$ cat src/logic/irq_ctrl_map.svh
// Register offsets, field positions, reset values and vector addresses
// of the hardware interrupt source controller.
// Assumes inclusion by bare name from the controller module.
`ifndef IRQ_CTRL_MAP_SVH
`define IRQ_CTRL_MAP_SVH

// Register byte offsets on the AXI4-Lite slave
`define OFF_KEY_EN 8'h00
`define OFF_STATUS 8'h04
`define OFF_MASK 8'h08
`define OFF_STATE 8'h0c
`define ADDR_LSB 2
`define ADDR_MSB 7

// Event bit positions in status and mask
`define EV_EXT 0
`define EV_MOD 1
`define EV_TMR 2
`define EV_W 3

// State register field positions
`define ST_LATCH 0
`define ST_EXT 1
`define ST_MOD 2
`define ST_TMR 3
`define ST_LEVEL 4
`define ST_VEC_LO 16

// Reset values
`define RST_KEY_EN 8'h00
`define RST_EVENTS 3'h0
`define RST_WORD 32'h0000_0000

// Service vector addresses, high byte of each pair first in priority
`define VEC_EXT 16'h3ffa
`define VEC_MOD 16'h3ff8
`define VEC_TMR 16'h3ff6
`define VEC_NONE 16'h0000

// AXI response codes
`define RESP_OKAY 2'b00
`define RESP_SLVERR 2'b10

`endif

$ cat src/logic/irq_ctrl_pkg.sv
// Types of the hardware interrupt source controller.
// Assumes the map header supplies all numeric constants.
`default_nettype none
package irq_ctrl_pkg;

    // AXI4-Lite master to slave
    typedef struct packed {
        logic [31:0] awaddr;
        logic awvalid;
        logic [31:0] wdata;
        logic [3:0] wstrb;
        logic wvalid;
        logic bready;
        logic [31:0] araddr;
        logic arvalid;
        logic rready;
    } axi_req_s;

    // AXI4-Lite slave to master
    typedef struct packed {
        logic awready;
        logic wready;
        logic [1:0] bresp;
        logic bvalid;
        logic arready;
        logic [31:0] rdata;
        logic [1:0] rresp;
        logic rvalid;
    } axi_rsp_s;

    // Whole state of the controller
    typedef struct packed {
        logic aw_have;
        logic [7:0] aw_addr;
        logic w_have;
        logic [31:0] wdata;
        logic [3:0] wstrb;
        logic bvalid;
        logic [1:0] bresp;
        logic rvalid;
        logic [31:0] rdata;
        logic [1:0] rresp;
        logic [7:0] key_en;
        logic [2:0] status;
        logic [2:0] mask;
        logic pin_prev;
        logic [7:0] keys_prev;
        logic ext_latch;
        logic ext_req;
        logic mod_req;
        logic tmr_req;
        logic [15:0] vector;
    } ctrl_state_s;

endpackage

`default_nettype wire

$ cat src/logic/hw_interrupt_sources_ctrl.sv
// Hardware interrupt source controller: external pin plus keyscan pins,
// carrier transmitter end-of-cycle and core timer requests toward the CPU.
// Assumes all inputs synchronous to core_clk_i and a CPU that pulses
// ext_done_i when it finishes servicing the external interrupt.
//
// Functional notes
// - While the CPU global mask bit is set no hardware request reaches the CPU; clearing it lets them pass.
// - Each keyscan pin with its interrupt enabled joins the external pin as one external request.
// - In edge-only builds a falling edge on the pin or an enabled keyscan pin raises the request.
// - In edge-and-level builds a low level or falling edge on the pin or enabled keyscan pin raises it.
// - Edge-only versus edge-and-level is a build-time parameter, not a software setting.
// - While the external suppress bit is set the latch still sets and is forwarded once it clears.
// - The external latch clears at reset and when the CPU finishes the external service with no new set in that cycle.
// - The external request is latched right after the falling edge, then synchronised, and uses vector 3ffa.
// - The branch-on-level test sees the pin level combined with the keyscan interrupt signals.
// - End-of-cycle flag and its enable together raise the modulator request through vector 3ff8.
// - The modulator raises no new request while the chip is in wait mode.
// - A timer wrap from its maximum to zero with its enable set raises the timer request.
// - An elapsed real-time period with its enable set raises the timer request.
// - Both timer causes share the vector at 3ff6.
// - With several requests pending the one with the highest vector address is served first.
// - An external request arriving under the global mask stays latched until the mask clears; modulator and timer requests follow their flags.
//
// Implementation choices: the address map and the AXI4-Lite interface to the registers.
`timescale 1ns/1ps
`default_nettype none
`include "irq_ctrl_map.svh"

module hw_interrupt_sources_ctrl #(
    // Build-time trigger choice: 0 edge only, 1 edge and level; no register reaches it
    parameter bit LEVEL_SENSE = 1'b0
) (
    // Clock, reset, enable
    input wire logic core_clk_i,
    input wire logic resetn_i,
    input wire logic clk_en_i,
    // Register bus
    input wire irq_ctrl_pkg::axi_req_s axi_i,
    output var irq_ctrl_pkg::axi_rsp_s axi_o,
    // External sources
    input wire logic ext_pin_n_i,
    input wire logic [7:0] keyscan_port_pins_i,
    // Carrier modulator
    input wire logic end_cycle_flag_i,
    input wire logic end_cycle_irq_en_i,
    input wire logic ext_int_suppress_i,
    input wire logic wait_mode_i,
    // Core timer
    input wire logic timer_wrap_flag_i,
    input wire logic timer_wrap_irq_en_i,
    input wire logic periodic_flag_i,
    input wire logic periodic_irq_en_i,
    // CPU side
    input wire logic cpu_int_mask_i,
    input wire logic ext_done_i,
    output logic ext_irq_o,
    output logic mod_irq_o,
    output logic tmr_irq_o,
    output logic cpu_irq_o,
    output logic [15:0] vector_o,
    output logic ext_level_o,
    output logic irq_o
);

    irq_ctrl_pkg::ctrl_state_s state_reg;
    irq_ctrl_pkg::ctrl_state_s state_next;
    logic [7:0] keys_low;
    logic [7:0] keys_fall;
    logic pin_fall;
    logic ext_set;
    logic aw_take;
    logic w_take;
    logic ar_take;
    logic do_write;
    logic [2:0] events;

    // Falling edge of an active-low input sampled last cycle
    function automatic logic fall_edge(input logic prev, input logic cur);
        return prev & ~cur;
    endfunction

    // Highest vector address wins among pending requests
    function automatic logic [15:0] pick_vector(input logic e, input logic m, input logic t);
        if (e) begin
            return `VEC_EXT;
        end else if (m) begin
            return `VEC_MOD;
        end else if (t) begin
            return `VEC_TMR;
        end
        return `VEC_NONE;
    endfunction

    // Register read decode
    function automatic logic [31:0] read_word(input irq_ctrl_pkg::ctrl_state_s s, input logic lvl,
                                              input logic [7:0] addr);
        logic [31:0] w;
        w = `RST_WORD;
        unique case (addr)
            `OFF_KEY_EN: w[7:0] = s.key_en;
            `OFF_STATUS: w[`EV_W-1:0] = s.status;
            `OFF_MASK: w[`EV_W-1:0] = s.mask;
            `OFF_STATE: begin
                w[`ST_LATCH] = s.ext_latch;
                w[`ST_EXT] = s.ext_req;
                w[`ST_MOD] = s.mod_req;
                w[`ST_TMR] = s.tmr_req;
                w[`ST_LEVEL] = lvl;
                w[`ST_VEC_LO +: 16] = s.vector;
            end
            default: w = `RST_WORD;
        endcase
        return w;
    endfunction

    function automatic logic addr_ok(input logic [7:0] addr);
        return addr == `OFF_KEY_EN || addr == `OFF_STATUS || addr == `OFF_MASK || addr == `OFF_STATE;
    endfunction

    // Keyscan pins only count where software enabled them
    assign keys_low = ~keyscan_port_pins_i & state_reg.key_en;
    // A keyscan pin counts as falling only if it was high at the last enabled edge
    assign keys_fall = state_reg.keys_prev & ~keyscan_port_pins_i & state_reg.key_en;
    assign pin_fall = fall_edge(state_reg.pin_prev, ext_pin_n_i);

    // Edge terms always; level terms only in the level build
    assign ext_set = pin_fall | (|keys_fall)
                     | (LEVEL_SENSE & (~ext_pin_n_i | (|keys_low)));

    // Handshakes; nothing is taken while frozen
    assign aw_take = axi_i.awvalid & axi_o.awready;
    assign w_take = axi_i.wvalid & axi_o.wready;
    assign ar_take = axi_i.arvalid & axi_o.arready;
    assign do_write = clk_en_i & state_reg.aw_have & state_reg.w_have & ~state_reg.bvalid;

    // Bus outputs: readies combinational, data from flops
    always_comb begin
        axi_o.awready = clk_en_i & ~state_reg.aw_have & ~state_reg.bvalid;
        axi_o.wready = clk_en_i & ~state_reg.w_have & ~state_reg.bvalid;
        axi_o.bvalid = state_reg.bvalid;
        axi_o.bresp = state_reg.bresp;
        axi_o.arready = clk_en_i & ~state_reg.rvalid;
        axi_o.rvalid = state_reg.rvalid;
        axi_o.rdata = state_reg.rdata;
        axi_o.rresp = state_reg.rresp;
    end

    // CPU side: mask gating is immediate, requests are flop levels
    assign ext_irq_o = state_reg.ext_req & ~cpu_int_mask_i;
    assign mod_irq_o = state_reg.mod_req & ~cpu_int_mask_i;
    assign tmr_irq_o = state_reg.tmr_req & ~cpu_int_mask_i;
    assign cpu_irq_o = ext_irq_o | mod_irq_o | tmr_irq_o;
    // Vector follows pending requests even under the mask; only the request lines are gated
    assign vector_o = state_reg.vector;
    assign ext_level_o = ext_pin_n_i & ~(|keys_low);
    // Software view: sticky events gated by the enable mask register
    assign irq_o = |(state_reg.status & state_reg.mask);

    // Next-state logic
    always_comb begin
        state_next = state_reg;
        events = `RST_EVENTS;
        if (clk_en_i) begin
            state_next.pin_prev = ext_pin_n_i;
            state_next.keys_prev = keyscan_port_pins_i;
            // Latch first, set beats the CPU's clear
            if (ext_set) begin
                state_next.ext_latch = 1'b1;
            end else if (ext_done_i) begin
                state_next.ext_latch = 1'b0;
            end
            // Sync stage, held back while suppressed; latch keeps it pending
            state_next.ext_req = state_reg.ext_latch & ~ext_int_suppress_i;
            // Wait mode may keep an old request but never starts one
            state_next.mod_req = end_cycle_flag_i & end_cycle_irq_en_i
                                 & (state_reg.mod_req | ~wait_mode_i);
            state_next.tmr_req = (timer_wrap_flag_i & timer_wrap_irq_en_i)
                                 | (periodic_flag_i & periodic_irq_en_i);
            state_next.vector = pick_vector(state_next.ext_req, state_next.mod_req, state_next.tmr_req);
            events[`EV_EXT] = state_next.ext_req & ~state_reg.ext_req;
            events[`EV_MOD] = state_next.mod_req & ~state_reg.mod_req;
            events[`EV_TMR] = state_next.tmr_req & ~state_reg.tmr_req;
            // Write address and data captured in either order
            if (aw_take) begin
                state_next.aw_have = 1'b1;
                state_next.aw_addr = axi_i.awaddr[`ADDR_MSB:0];
            end
            if (w_take) begin
                state_next.w_have = 1'b1;
                state_next.wdata = axi_i.wdata;
                state_next.wstrb = axi_i.wstrb;
            end
            if (do_write) begin
                state_next.bvalid = 1'b1;
                state_next.bresp = addr_ok(state_reg.aw_addr) ? `RESP_OKAY : `RESP_SLVERR;
                if (state_reg.wstrb[0]) begin
                    unique case (state_reg.aw_addr)
                        `OFF_KEY_EN: state_next.key_en = state_reg.wdata[7:0];
                        `OFF_STATUS: state_next.status = state_reg.status & ~state_reg.wdata[`EV_W-1:0];
                        `OFF_MASK: state_next.mask = state_reg.wdata[`EV_W-1:0];
                        default: state_next.mask = state_reg.mask;
                    endcase
                end
            end
            if (state_reg.bvalid & axi_i.bready) begin
                state_next.bvalid = 1'b0;
                state_next.aw_have = 1'b0;
                state_next.w_have = 1'b0;
            end
            // Event set wins over a same-cycle write-one clear
            state_next.status = state_next.status | events;
            if (ar_take) begin
                state_next.rvalid = 1'b1;
                state_next.rdata = read_word(state_reg, ext_level_o, axi_i.araddr[`ADDR_MSB:0]);
                state_next.rresp = addr_ok(axi_i.araddr[`ADDR_MSB:0]) ? `RESP_OKAY : `RESP_SLVERR;
            end else if (state_reg.rvalid & axi_i.rready) begin
                state_next.rvalid = 1'b0;
            end
        end
    end

    // State register
    always_ff @(posedge core_clk_i or negedge resetn_i) begin
        if (!resetn_i) begin
            state_reg <= '0;
            state_reg.pin_prev <= 1'b1; // Idle pins are high, so release shows no false edge
            state_reg.keys_prev <= 8'hff;
            state_reg.key_en <= `RST_KEY_EN;
            state_reg.bresp <= `RESP_OKAY;
            state_reg.rresp <= `RESP_OKAY;
        end else begin
            state_reg <= state_next;
        end
    end
endmodule

`default_nettype wire

$ cat config.mk
export PLATFORM = sky130hd
export DESIGN_NAME = hw_interrupt_sources_ctrl
export DESIGN_NICKNAME = d
export VERILOG_FILES = /design/src/logic/irq_ctrl_pkg.sv /design/src/logic/hw_interrupt_sources_ctrl.sv
export VERILOG_INCLUDE_DIRS = /design/src /design/src/logic
export SDC_FILE = /design/constraint.sdc
export NUM_CORES = 1
export LEC_CHECK = 0
export BUFFER_PORTS_ARGS = -buffer_cell sky130_fd_sc_hd__buf_2
export CAP_MARGIN = 20
export CORE_ASPECT_RATIO = 1.1
export CORE_MARGIN = 2
export CORE_UTILIZATION = 25
export DETAILED_ROUTE_END_ITERATION = 7
export REMOVE_ABC_BUFFERS = 1
export SKIP_CTS_REPAIR_TIMING = 1
export SYNTH_ARGS = -nofsm -noshare
export SYNTH_HDL_FRONTEND = slang
export SYNTH_SLANG_ARGS = --single-unit
$ cat constraint.sdc
create_clock -name core_clk_i -period 2.8 [get_ports core_clk_i]
set_clock_uncertainty 0.2 [all_clocks]
set_input_delay 0.56 -clock core_clk_i [delete_from_list [all_inputs] [get_ports core_clk_i]]
set_output_delay 0.56 -clock core_clk_i [all_outputs]
set_load 0.01 [all_outputs]
==> flow_summary.toml <==
[run_status]
run_status = "complete, no violations"

[cells_and_area]
final_util_pct = 30.8
stdcell_count = 534
stdcell_area_um2 = 4050
drive_gt1_share_pct = 46.6
diodes = 0
layout_common_cells = "buf_2 (98), dfrtp_1 (57), mux2_2 (33)"
final_common_cell = "buf_2"
largest_reg_flops = 46
syn_to_final_growth_pct = 20.5
layout.nets = 495

[floorplanning]
io_pins = 190
fp-row-count = 44
die_w_um = 115
core_um2 = 13200
dieArea_um2 = 14400
die_h_um = 126
initial_core_util_pct = 25.6

[timing]
setup_viol = 0
max_freq_mhz = 390
fin_crit_ns = 2.57
fin_tns_setup_ns = 0
rsz0062_at_grt = "no"
slew_headroom_pct = 42.7
fin_crit_sh_pct = 91.7
hold_ws_ns = 0.231
finalHoldViolCount = 0
tightest_slew_ns = 0.860
slew_viol_final = 0
fin_ws_ns = 0.233

[drt]
dr_total_vias = 2306
viasPerCell = 4.32
firstDrtPassIters = 4
wl_per_cell_um = 14.0
route.detailed.drc = 0
antenna_left = 0
routed_wl_um = 7500
drt_iter0_markers = 79

[global_route]
grt_util_all_layers_pct = 10.8
grt_start_max_net_pins = 67
grt_pass1_vias = 2413
antenna_found_initial = 0
grt_overflow = 0
grt_pass1_wl_um = 12000

[power_and_ir_drop]
ir_drop_mv = 0.332
p_sw_uw = 874
p_int_mw = 2.21
p_leak_nw = 1.98
pwr-share-seq_pct = 44.0
finalPower_mw = 3.08
power_switching_share_pct = 28.4
power_frac_comb_pct = 18.3
clkPwrFrac_pct = 37.7
p_per_area_nw_per_um2 = 761

[logic_synthesis]
yosys.area.top_type = "dfrtp_1"
synth_cells = 297
synth_area_per_cell_um2 = 11.3
synth.distinct_cells = 49
yosysWarnings = 0
yosysTopAreaCellShare_pct = 42.4
synthesis.area_um2 = 3360
netlist_top_cells_area = "dfrtp_1 (42%), buf_4 (12%), mux2_2 (11%)"
seq_area_frac_synth_pct = 49.5
ys_seq_elements = 66

[clock_tree]
clock-root-buffer = "clkbuf_16"
cts_tree = "done"
path_clk_slew_ns = 0.06
cts_buffers = 9
clock_path_buffers = 2
cts.sink_count = 66
h-tree-depth = 3
clk_latency_ns = 0.33

[setup_path]
worstPathRequired_ns = 2.04
startpoint_type = "register"
worst-setup-path-type = "reg2out"
path_max_fanout = 3
critPathCaptureType = "output pin"
arrival_ns = 1.81

[place]
place_area_um2 = 3740
detailedPlacementHpwl_um = 5850
place_inst = 518
pre_cts_ws_ns = 0.411
port_buffers = 98
place_congestion = 0.801

[job]
maxCapViolCount = 0

[worst_hold_path]
holdCritPathClass = "in2async"
## metal layers
layer,vias to the layer above,part of all wire [%],GRT usage (%)
li1,1113,-,-
met1,1120,43,13.1
met2,65,51,18.2
met3,8,5.5,3.51
met4,0,1.2,3.44
met5,-,0,0
## power groups by stage
stage          Sequential, mW  Clock, mW  Combinational, mW
2_1_floorplan            1.34          0              0.344
3_3_place_gp             1.36          0              0.554
3_5_place_dp             1.38          0              0.574
4_1_cts                  1.36       1.19              0.577
5_1_grt                  1.39       1.23              0.629
6_report                 1.36       1.16              0.565
## worst max-delay path, stage by stage, from the launching register on
cell and delay [ns]:
dfrtp_1 0.43, nor2b_1 0.16, a2111oi_0 0.39, buf_4 0.19
and3b_1 0.17, buf_2 0.14
## final cells by class
cell class	instances	area, um2
flip-flops and latches	66	1660
well taps	161	201
clock buffers	11	253
fillers	1349	9110
repair buffers	107	558
inverters	17	63.8
clock inverters	5	61.3
multi-input cells	167	1250
## kinds of logic (layout without fill, tap and decap cells)
group | after synthesis | after routing | synth area share (%)
buf+inv | 79 | 140 | 15.0
simple gates | 71 | 71 | 12.4
flops | 66 | 66 | 49.5
compound gates | 40 | 40 | 8.82
mux | 40 | 40 | 14.3
other cells | 1 | 16 | 0.112
## worst paths after layout
check,startpoint,to,slack (ns),cells past startpoint
worst min-delay path,resetn_i,state_reg[122]$_DFFE_PN0P_,0.23,2
worst min register to register,state_reg[16]$_DFFE_PN0P_,state_reg[34]$_DFFE_PN0P_,0.25,1
worst max register to register,state_reg[119]$_DFFE_PN0P_,state_reg[31]$_DFFE_PN0P_,0.71,4
min in group core_clk_i,state_reg[16]$_DFFE_PN0P_,state_reg[34]$_DFFE_PN0P_,0.25,1
worst max-delay path,state_reg[37]$_DFFE_PN0P_,ext_level_o,0.23,5
max in group asynchronous,resetn_i,state_reg[32]$_DFFE_PN0P_,1.61,2
## cell usage after synthesis (all sizes together)
cell type,instances
buf,57
dfrtp,57
mux2,33
nand2,23
inv,17
dfstp,9
nor2b,9
o21ai,9
a22o,8
nor2,8
nand3,7
clkbuf,5
and3,4
mux2i,4
a21oi,3
mux4,3
nand2b,3
nor4,3
o2bb2ai,3
a221oi,2
a31oi,2
a32o,2
and2,2
and4b,2
nor4b,2
o2111ai,2
a2111oi,1
a21boi,1
a21o,1
a222oi,1
a2bb2oi,1
and3b,1
and4,1
conb,1
nand3b,1
nand4b,1
nor3,1
o211ai,1
o21a,1
o22ai,1
o41ai,1
or2,1
or3,1
or4,1
(Power assumes the default switching activity.)
